--- src/doag_pkg.sv ---
// Package for the data operand address generator.
// Assumes one core clock and a synchronous active-high reset.

package doag_pkg;

   // ----------------------------------------------------------------
   // Widths
   // ----------------------------------------------------------------
   localparam int DOAG_AW = 14;                  // Linear data address width
   localparam int DOAG_DW = 8;                   // Data byte width
   localparam int DOAG_PW = 20;                  // Program address width
   localparam int DOAG_NPTR = 3;                 // Number of pointer pairs

   // ----------------------------------------------------------------
   // Address map
   // ----------------------------------------------------------------
   // Plain operand of pointer one; each pair's group sits 8 below the last
   localparam logic [13:0] DOAG_PTR1_PLAIN_ADDR = 14'h3fe7;
   localparam logic [13:0] DOAG_PTR_STRIDE = 14'h0008;
   localparam logic [13:0] DOAG_PTR0_PLAIN_ADDR = DOAG_PTR1_PLAIN_ADDR + DOAG_PTR_STRIDE;
   localparam logic [13:0] DOAG_GROUP_SPAN = 14'h0006;      // Last member offset
   // Access bank: literals at or above this go to the top of the space
   localparam logic [7:0] DOAG_ACC_SPLIT = 8'h60;
   localparam logic [5:0] DOAG_ACC_TOP_BANK = 6'h3f;
   localparam logic [5:0] DOAG_ACC_LOW_BANK = 6'h00;

   // ----------------------------------------------------------------
   // Reset values
   // ----------------------------------------------------------------
   localparam logic [13:0] DOAG_PTR_RST = 14'h0000;
   localparam logic [7:0] DOAG_VIRT_READ = 8'h00;    // Read of a virtual operand

   // ----------------------------------------------------------------
   // Types
   // ----------------------------------------------------------------
   typedef enum logic [1:0] {
      DOAG_INHERENT,
      DOAG_PROGRAM,
      DOAG_DIRECT,
      DOAG_LONG
   } doag_kind_e;

   // Member of a pointer group, by offset below the plain operand
   typedef enum logic [2:0] {
      DOAG_OP_PLAIN,
      DOAG_OP_USE_THEN_INCREMENT_OPERAND,
      DOAG_OP_USE_THEN_DECREMENT_OPERAND,
      DOAG_OP_INCREMENT_THEN_USE_OPERAND,
      DOAG_OP_WOFF,
      DOAG_OP_HIGH,
      DOAG_OP_LOW
   } doag_op_e;

   typedef struct packed {
      doag_kind_e kind;
      logic [7:0] literal;        // File address literal
      logic access_sel;           // 1 banked, 0 access bank
      logic [5:0] bank_select_value;
      logic [13:0] long_addr;     // Full address of a long move
      logic wr;                   // 1 write, 0 read
      logic has_dest;             // Instruction carries a destination bit
      logic dest;                 // Destination bit
      logic dest_implicit_w;      // Implicit target is W
      logic [7:0] wdata;
      logic [7:0] wreg;           // Working register value
      logic [19:0] prog_lit;      // Program memory address literal
   } doag_req_s;

   typedef struct packed {
      logic [13:0] addr;
      logic rd;
      logic wr;
      logic [7:0] wdata;
   } doag_mem_s;

endpackage

--- src/doag_core.sv ---
// Data operand address generator: direct, access-bank, long and indirect
// addressing with three pointer pairs and their virtual operands.
// Assumes a data RAM with combinational read that answers in the cycle
// its strobe is shown, and a decoder issuing at most one request a cycle.
//
// How it works
// Direct ops carry 8-bit file literal
// Banked: bank value joins literal, 14 bits
// Access bank ignores bank select value
// Literal 60h-FFh maps 3F60h-3FFFh; rest bank0
// Long move uses whole opcode address
// Destination bit picks source register or W
// Three 14-bit pointer pairs, high/low bytes
// Plain operand uses pointer, leaves it
// Indirect target depends on pointer only, plus W for W-offset
// Use-then-decrement: access, then pointer minus one
// Use-then-increment: access, then pointer plus one
// Increment-then-use: pointer plus one, then access
// W-offset: pointer plus signed W, nothing changes
// Step carries across whole pointer pair
// Pointer steps touch no status flags
// Indirect to virtual operand: read 00h, write nothing
// Indirect write to pointer: no step of the written pair
// Pointer bytes readable, writable by direct ops
// Indirect reaches all other special registers
// Jumps carry 20-bit program address literal
// Bank value is upper six address bits
// Wrap modulo 14 bits; unused high bits zero

`timescale 1ns/100ps
`default_nettype none

module doag_core
(
   input wire logic I_CLK,
   input wire logic I_RST,
   input wire logic I_REQ_VALID,
   input wire doag_pkg::doag_req_s I_REQ,
   output doag_pkg::doag_mem_s O_MEM,
   input wire logic [7:0] I_MEM_RDATA,
   output logic O_RD_VALID,
   output logic [7:0] O_RD_DATA,
   output logic O_RES_TO_W,
   output logic O_PROG_VALID,
   output logic [19:0] O_PROG_ADDR
);
   import doag_pkg::*;

   // ----------------------------------------------------------------
   // Group decode
   // ----------------------------------------------------------------

   typedef struct packed {
      logic hit;                  // Address is a pointer group member
      logic [1:0] idx;            // Which pointer pair
      doag_op_e op;               // Which member
   } doag_hit_s;

   // Find whether an address lands in one of the pointer groups
   function automatic doag_hit_s doag_decode(input logic [13:0] a);
      doag_hit_s r;
      logic [13:0] base;
      logic [13:0] off;
      r = '0;
      for (int n = 0; n < DOAG_NPTR; n++)
      begin
         base = DOAG_PTR0_PLAIN_ADDR - DOAG_PTR_STRIDE * 14'(n);
         off = base - a;
         if (a <= base && off <= DOAG_GROUP_SPAN)
         begin
            r.hit = 1'b1;
            r.idx = 2'(n);
            r.op = doag_op_e'(off[2:0]);
         end
      end
      return r;
   endfunction

   // ----------------------------------------------------------------
   // State
   // ----------------------------------------------------------------

   logic [13:0] ptr_ff [DOAG_NPTR];      // Pointer pairs, 14 bits each
   logic [13:0] nxt_ptr [DOAG_NPTR];
   doag_mem_s mem_ff;                     // Memory strobe stage
   doag_mem_s nxt_mem;
   logic rd_pend_ff;                      // A read answers next cycle
   logic nxt_rd_pend;
   logic rd_from_mem_ff;                  // Answer comes from RAM
   logic nxt_rd_from_mem;
   logic [7:0] rd_local_ff;               // Answer held locally
   logic [7:0] nxt_rd_local;
   logic res_w_ff;                        // Result destination, staged
   logic nxt_res_w;
   logic rd_valid_ff;
   logic [7:0] rd_data_ff;
   logic res_to_w_ff;
   logic prog_valid_ff;
   logic [19:0] prog_addr_ff;

   // ----------------------------------------------------------------
   // Operand address resolution
   // ----------------------------------------------------------------

   logic [13:0] eff_addr;                 // Address named by the instruction
   logic addr_access;                     // Request touches data space
   doag_hit_s eff_hit;                    // Instruction names a group member
   logic [13:0] sel_ptr;                  // Pointer of the named group
   logic [13:0] ind_addr;                 // Indirect target
   doag_hit_s ind_hit;                    // Indirect target is a group member

   // Form the data address of a direct or long request
   always_comb
   begin
      eff_addr = '0;
      addr_access = 1'b0;
      if (I_REQ_VALID)
      begin
         case (I_REQ.kind)
            DOAG_DIRECT:
            begin
               addr_access = 1'b1;
               if (I_REQ.access_sel)
                  eff_addr = {I_REQ.bank_select_value, I_REQ.literal};
               else if (I_REQ.literal >= DOAG_ACC_SPLIT)
                  eff_addr = {DOAG_ACC_TOP_BANK, I_REQ.literal};
               else
                  eff_addr = {DOAG_ACC_LOW_BANK, I_REQ.literal};
            end
            DOAG_LONG:
            begin
               addr_access = 1'b1;
               eff_addr = I_REQ.long_addr;
            end
            DOAG_INHERENT, DOAG_PROGRAM:
               addr_access = 1'b0;
            default:
               addr_access = 1'b0;
         endcase
      end
   end

   // Indirect target comes from the pointer, plus W for the W-offset member, never the bank value
   always_comb
   begin
      eff_hit = doag_decode(eff_addr);
      sel_ptr = ptr_ff[eff_hit.idx];
      case (eff_hit.op)
         DOAG_OP_INCREMENT_THEN_USE_OPERAND:
            ind_addr = sel_ptr + 14'h0001;
         DOAG_OP_WOFF:
            ind_addr = sel_ptr + {{6{I_REQ.wreg[7]}}, I_REQ.wreg};
         default:
            ind_addr = sel_ptr;
      endcase
      ind_hit = doag_decode(ind_addr);
   end

   // ----------------------------------------------------------------
   // Access steering and pointer update
   // ----------------------------------------------------------------

   logic is_ind;                          // Named member is a virtual operand
   logic [13:0] step_val;                 // Stepped pointer of the named group
   logic step_en;

   // Decide where the access goes and what it does to the pointers.
   // Pointer steps feed nothing but the pointer itself, so no status flag
   // can ever see them.
   always_comb
   begin
      for (int n = 0; n < DOAG_NPTR; n++)
         nxt_ptr[n] = ptr_ff[n];
      nxt_mem = '0;
      nxt_rd_pend = 1'b0;
      nxt_rd_from_mem = 1'b0;
      nxt_rd_local = DOAG_VIRT_READ;
      is_ind = addr_access && eff_hit.hit && eff_hit.op <= DOAG_OP_WOFF;
      step_en = 1'b0;
      step_val = sel_ptr;
      case (eff_hit.op)
         DOAG_OP_USE_THEN_INCREMENT_OPERAND:
         begin
            step_en = 1'b1;
            step_val = sel_ptr + 14'h0001;
         end
         DOAG_OP_USE_THEN_DECREMENT_OPERAND:
         begin
            step_en = 1'b1;
            step_val = sel_ptr - 14'h0001;
         end
         DOAG_OP_INCREMENT_THEN_USE_OPERAND:
         begin
            step_en = 1'b1;
            step_val = sel_ptr + 14'h0001;
         end
         default:
            step_en = 1'b0;
      endcase
      if (addr_access)
      begin
         nxt_rd_pend = !I_REQ.wr;
         if (is_ind)
         begin
            // Side effect of the named group, unless overwritten below
            if (step_en)
               nxt_ptr[eff_hit.idx] = step_val;
            if (ind_hit.hit && ind_hit.op <= DOAG_OP_WOFF)
            begin
               // Virtual through virtual: reads zero, writes vanish
               nxt_rd_local = DOAG_VIRT_READ;
            end
            else if (ind_hit.hit)
            begin
               // Pointer byte reached indirectly; a write wins over the step
               if (I_REQ.wr)
               begin
                  if (ind_hit.op == DOAG_OP_HIGH)
                     nxt_ptr[ind_hit.idx] = {I_REQ.wdata[5:0],
                                             ptr_ff[ind_hit.idx][7:0]};
                  else
                     nxt_ptr[ind_hit.idx] = {ptr_ff[ind_hit.idx][13:8],
                                             I_REQ.wdata};
               end
               else if (ind_hit.op == DOAG_OP_HIGH)
                  nxt_rd_local = {2'b00, ptr_ff[ind_hit.idx][13:8]};
               else
                  nxt_rd_local = ptr_ff[ind_hit.idx][7:0];
            end
            else
            begin
               // Any other location, special registers included
               nxt_mem.addr = ind_addr;
               nxt_mem.rd = !I_REQ.wr;
               nxt_mem.wr = I_REQ.wr;
               nxt_mem.wdata = I_REQ.wdata;
               nxt_rd_from_mem = 1'b1;
            end
         end
         else if (eff_hit.hit)
         begin
            // Pointer bytes are real registers open to direct access
            if (I_REQ.wr)
            begin
               if (eff_hit.op == DOAG_OP_HIGH)
                  nxt_ptr[eff_hit.idx] = {I_REQ.wdata[5:0], sel_ptr[7:0]};
               else
                  nxt_ptr[eff_hit.idx] = {sel_ptr[13:8], I_REQ.wdata};
            end
            else if (eff_hit.op == DOAG_OP_HIGH)
               nxt_rd_local = {2'b00, sel_ptr[13:8]};
            else
               nxt_rd_local = sel_ptr[7:0];
         end
         else
         begin
            // Plain RAM or special register addressed directly
            nxt_mem.addr = eff_addr;
            nxt_mem.rd = !I_REQ.wr;
            nxt_mem.wr = I_REQ.wr;
            nxt_mem.wdata = I_REQ.wdata;
            nxt_rd_from_mem = 1'b1;
         end
      end
   end

   // Result destination: explicit bit, else the implicit target
   always_comb
   begin
      if (I_REQ.has_dest)
         nxt_res_w = !I_REQ.dest;
      else
         nxt_res_w = I_REQ.dest_implicit_w;
   end

   // ----------------------------------------------------------------
   // Registers
   // ----------------------------------------------------------------

   // Pointer pairs; top two bits of each high byte are never stored
   always_ff @(posedge I_CLK)
   begin
      if (I_RST)
      begin
         for (int n = 0; n < DOAG_NPTR; n++)
            ptr_ff[n] <= DOAG_PTR_RST;
      end
      else
      begin
         for (int n = 0; n < DOAG_NPTR; n++)
            ptr_ff[n] <= nxt_ptr[n];
      end
   end

   // Memory strobe stage, one cycle after the request
   always_ff @(posedge I_CLK)
   begin
      if (I_RST)
      begin
         mem_ff <= '0;
         rd_pend_ff <= 1'b0;
         rd_from_mem_ff <= 1'b0;
         rd_local_ff <= DOAG_VIRT_READ;
         res_w_ff <= 1'b0;
      end
      else
      begin
         mem_ff <= nxt_mem;
         rd_pend_ff <= nxt_rd_pend;
         rd_from_mem_ff <= nxt_rd_from_mem;
         rd_local_ff <= nxt_rd_local;
         res_w_ff <= nxt_res_w;
      end
   end

   // Read answer stage; RAM data is caught while its strobe stands
   always_ff @(posedge I_CLK)
   begin
      if (I_RST)
      begin
         rd_valid_ff <= 1'b0;
         rd_data_ff <= '0;
         res_to_w_ff <= 1'b0;
      end
      else
      begin
         rd_valid_ff <= rd_pend_ff;
         res_to_w_ff <= rd_pend_ff & res_w_ff;
         if (rd_pend_ff)
            rd_data_ff <= rd_from_mem_ff ? I_MEM_RDATA : rd_local_ff;
      end
   end

   // Program address literal of jumps and calls; inherent requests
   // produce no address of any kind
   always_ff @(posedge I_CLK)
   begin
      if (I_RST)
      begin
         prog_valid_ff <= 1'b0;
         prog_addr_ff <= '0;
      end
      else
      begin
         prog_valid_ff <= I_REQ_VALID && I_REQ.kind == DOAG_PROGRAM;
         if (I_REQ_VALID && I_REQ.kind == DOAG_PROGRAM)
            prog_addr_ff <= I_REQ.prog_lit;
      end
   end

   // ----------------------------------------------------------------
   // Outputs
   // ----------------------------------------------------------------

   assign O_MEM = mem_ff;
   assign O_RD_VALID = rd_valid_ff;
   assign O_RD_DATA = rd_data_ff;
   assign O_RES_TO_W = res_to_w_ff;
   assign O_PROG_VALID = prog_valid_ff;
   assign O_PROG_ADDR = prog_addr_ff;

endmodule

`default_nettype wire

--- config.mk ---
export PLATFORM = sky130hd
export DESIGN_NAME = doag_core
export DESIGN_NICKNAME = d
export VERILOG_FILES = /design/src/doag_pkg.sv /design/src/doag_core.sv
export SDC_FILE = /design/constraint.sdc
export NUM_CORES = 1
export LEC_CHECK = 0
export BUFFER_PORTS_ARGS = -buffer_cell sky130_fd_sc_hd__buf_2
export CORE_AREA = 4 4 195 178
export CTS_BUF_LIST = sky130_fd_sc_hd__clkbuf_4
export CTS_CLUSTER_DIAMETER = 80
export CTS_CLUSTER_SIZE = 20
export DETAILED_ROUTE_END_ITERATION = 16
export DIE_AREA = 0 0 199 182
export PLACE_DENSITY = 0.56
export SLEW_MARGIN = 20
export SYNTH_ARGS = -nofsm -noshare
export SYNTH_HDL_FRONTEND = slang
export SYNTH_SLANG_ARGS = --single-unit
--- constraint.sdc ---
create_clock -name I_CLK -period 16.27 [get_ports I_CLK]
set_input_delay 1.627 -clock I_CLK [delete_from_list [all_inputs] [get_ports I_CLK]]
set_output_delay 1.627 -clock I_CLK [all_outputs]
set_load 0.03 [all_outputs]
## Word level (Yosys, flattened, before mapping)

Memory sizes are Yosys's and may differ from the RTL's.
Cells that the tools add are included.

| word-level totals | value |
|---|---|
| register bits | 66 |
| bits in writable memories | 42 |
| input bits | 82 |
| memories | 1 |

| cells by class | value |
|---|---|
| $add $sub $neg | 9 |
| magnitude comparators | 19 |
| equal/unequal tests | 9 |
| multiplexer cells | 60 |
| bitwise logic cells | 7 |
| reduce and logical (&&, ||, !) cells | 20 |

Memory list:

| name | words | bits a word | rd ports | clocked after Yosys merged registers in | wr ports | line | source |
|---|---|---|---|---|---|---|---|
| ptr_ff | 3 | 14 | 5 | 0 | 3 | doag_core.sv:83 | `logic [13:0] ptr_ff [DOAG_NPTR];` |

Operators by type and width:

| cell | number |
|---|---|
| $mux W42 | 12 |
| $bwmux W42 | 5 |
| $mux W14 | 8 |
| $mux W24 | 4 |
| $le A14 B14 Y1 const B | 6 |
| $le A14 B3 Y1 const B | 6 |
| $pmux W14 S2 | 3 |
| $sub A14 B14 Y14 const A | 6 |
| $mux W8 | 9 |
| $demux W14 S2 | 2 |
| $mux W6 | 6 |
| $add A14 B1 Y14 const B | 1 |
| $add A14 B14 Y14 | 1 |
| $sub A14 B1 Y14 const B | 1 |
| $logic_and A1 B1 Y1 | 12 |
| $mux W1 | 10 |
| $eq A3 B3 Y1 const B | 3 |
| $ge A8 B7 Y1 const B | 1 |
| $reduce_or A2 Y1 | 4 |
| $eq A3 B2 Y1 const B | 2 |
| $ge A3 B3 Y1 const B | 2 |
| $le A3 B3 Y1 const B | 2 |
| $lt A3 B1 Y1 const B | 2 |
| $not A2 Y3 | 2 |
| 10 further kinds | 14 |

## Logic depth before layout (Yosys ltp)

An unclocked memory read counts as a cell.

| depth | value |
|---|---|
| depth after elaboration | 33 |
| gate-level depth with buffers | 36 |
| gate-level depth less buffers | 31 |

## Worst setup path before layout

Ideal clock, no wire load.

| timing | value |
|---|---|
| path type | input-to-reg |
| from | input I_REQ[70] (netlist bit) |
| to | memory ptr_ff[0][13] |
| library setup time | 0.116 ns |
| arrival time | 9.056 ns |
| slack | 7.099 ns |
| stages on the path | 33 |
| buffers on the path | 5 |
| path through | buf_2 -> and2_1 -> clkbuf_1 -> buf_2 -> and2_1 -> ha_1 -> nand2_1 -> and4_1 -> or3_1 -> a221oi_2 -> and2_1 -> buf_4 -> buf_2 -> nand3_1 -> a31oi_1 -> ha_1 -> a21o_1 -> a211o_1 -> a21oi_1 -> o21ai_0 -> a41o_1 -> o41ai_1 -> nor3_1 -> o31ai_1 -> xor2_1 -> mux2i_1 -> nand4_1 -> a211o_1 -> a211oi_2 -> mux2i_1 -> o21ai_1 -> a211o_1 -> a31o_1 |

RTL lines:

| what | line | source |
|---|---|---|
| start: declaration | doag_core.sv:38 | `input wire doag_pkg::doag_req_s I_REQ,` |
| end: declaration | doag_core.sv:83 |  |

==> reports/metrics.cfg <==
[sta]
finalSetupTns_ns=0
maxClockFrequency_mhz=89.1
final_hold_viol_count=0
period_share_pct=69.0
whs_ns=0.456
skew_ns=0.0377
period_minus_slack_ns=11.22
maxSlewHeadroom_pct=19.5
setup_viol=0
rsz0062_at_grt=no
drv_slew=0
tightest_slew_ns=1.21

[clock_tree]
clock-sinks=108
cts_setup_buffers=0
cts_tree=done
root_buffer=clkbuf_4
worstSkewPairLatency_ns=0.52
cts_buffers=9
cts_resized=0
htreeDepth=3
clockBufferDepth=2
postCtsHoldBufs=0
path_clk_slew_ns=0.22

[power]
power_mw=0.500
ir_worst_vdd_v=0.0000405
cellPowerDensity_nw_per_um2=43.8
p_leak_nw=4.28

[logic_synthesis]
synth_seq_cells=108
synthMuxAreaShare_pct=6.46
async_flop_share_pct=0
syn_inst=1374
synthSimpleGateAreaFrac_pct=24.9
netlist.area_leader.share_pct=21.0
synth_top_family_by_area=compound AO/OA/AOI/OAI gates
synth_top_flop_cell=dfxtp_1
synth_area_leaders=dfxtp_1 21%, a21oi_1 6.1%, nand2_1 6.0%, ha_1 5.0%, nor2_1 4.7%
synthesis.nets=1498
netlist_top_cells_count=164 x nand2_1, 130 x nor2_1, 126 x a21oi_1
synth.avg_cell_area_sq_um=7.50
synth_adder_area_share_pct=5.17
synthDistinctLibCells=110
synth_most_common_cell=nand2_1
synth_area_sq_um=10300
synth_edf_count=0
ys_seq_area_share_pct=21.0
synth_top_cell_by_area=dfxtp_1
synth_xor_area_share_pct=3.13
synth-compound-area-share_pct=33.4
yosys_warnings=0

[outcome]
status=finished clean

[route]
wire_per_inst_um=24.1
m1WireLength_mm=19.4
drt.antenna.violating_nets=0
via_per_inst=6.24
via_count=11800
met3_length_mm=4.44
top_layer=met4
drc=0
wl_met2_mm=19.4
first_pass_iters=6
initialDrtViolationCount=1342
wl_mm=45.4

[critical_path]
path_delay_family=compound AO/OA/AOI/OAI gates
cp-start-kind=primary input
cp_num_buf_inv=3
end_kind=flop
cp.arrival_ns=11.64
crit_type=in -> reg
critPathMaxStageDelay_ns=0.70
required_ns=16.69
slowest_stage=mux2i_1
cp_max_fo=21

[layout]
drive_above_1_share_pct=18.4
area_delta_synth_final_pct=10.6
final_nets=1580
final_area_sq_um=11400

[job]
cap_violations=0

[placement]
place_congestion=1.01
dp_hpwl_mm=35.2
placed_cell_area_sq_um=11200
port_buffers=136

[global_route]
grt_pass1_vias=10900
antenna_found_initial=1
grt_pass1_wl_mm=68.3
grt_overflow=0
grt_max_degree=51
grt_util_all_layers_pct=24.1

[die]
fp-row-count=63
dieArea_sq_um=36200
core_area_sq_um=32600
start_util_pct=31.6
pin_count=137
die_w_um=199
fp.dieH_um=182

[worst_hold_path]
hold_path_class=reg -> reg

-- placed cells by master (no fill, tap or decap), drive strengths merged, types with 23 or more instances in the layout --
master | synthesis | final
nand2 | 166 | 166
nor2 | 133 | 133
mux2i | 45 | 45
inv | 40 | 42
nand3 | 37 | 37
o21ai | 82 | 82
and2 | 25 | 25
dfxtp | 108 | 108
xnor2 | 23 | 23
a211oi | 39 | 39
a22oi | 23 | 23
a21oi | 128 | 128
nor3 | 45 | 45
ha | 41 | 41
buf | 41 | 158
nand4 | 24 | 24
o211ai | 26 | 26
-- per-layer routing --
layer,up-vias,GRT usage [%]
met5,-,0
met4,0,9.71
met3,137,4.68
met2,688,36.7
met1,5594,33.4
li1,5334,-
-- report_power, final --
part / switching, mW / internal, mW / total, mW
Sequential: 0.00208 / 0.269 / 0.271
Combinational: 0.0510 / 0.0254 / 0.0764
Clock: 0.114 / 0.0379 / 0.152
-- sequential cells by signal (all words and copies together), names as in the netlist --
name            flops
O_RES_TO_W          1
rd_from_mem_ff      1
O_PROG_ADDR        20
O_MEM              24
rd_pend_ff          1
rd_local_ff         8
O_RD_DATA           8
O_PROG_VALID        1
ptr_ff             42
res_w_ff            1
O_RD_VALID          1
-- through the flow --
step | utilization [%] | std cells | setup WS (ns)
after CTS | 34.9 | 1883 | 5.26
after floorplan | - | 1374 | 7.10
final | 34.9 | 1885 | 5.05
after detailed placement | 34.4 | 1867 | 4.69
after global routing | 34.9 | 1885 | 4.28
after global placement | 34.4 | 1867 | 4.68
-- layout make-up --
class                   count  area [sq um]
fillers                  3531         21200
multi-input cells        1139          7540
flip-flops and latches    108          2160
repair buffers            158           846
well taps                 422           528
inverters                  40           153
clock inverters             7          91.3
clock buffers               9          67.6
diodes                      2          5.00
-- cells by family after synthesis --
logic type      after synthesis
simple gates                521
compound gates              477
buf+inv                     127
flops                       108
mux                          63
fa+ha+maj                    42
xor+xnor                     36
-- worst paths after layout --
path	from	end	slack (ns)	cells past startpoint
min	res_w_ff$_SDFF_PP0_	O_RES_TO_W$_SDFF_PP0_	0.46	1
max reg2reg	ptr_ff[2][0]$_SDFFE_PP0P_	ptr_ff[0][0]$_SDFFE_PP0P_	8.87	22
min reg2reg	res_w_ff$_SDFF_PP0_	O_RES_TO_W$_SDFF_PP0_	0.46	1
max	I_REQ[70]	ptr_ff[0][0]$_SDFFE_PP0P_	5.05	30
(Power assumes the default switching activity.)
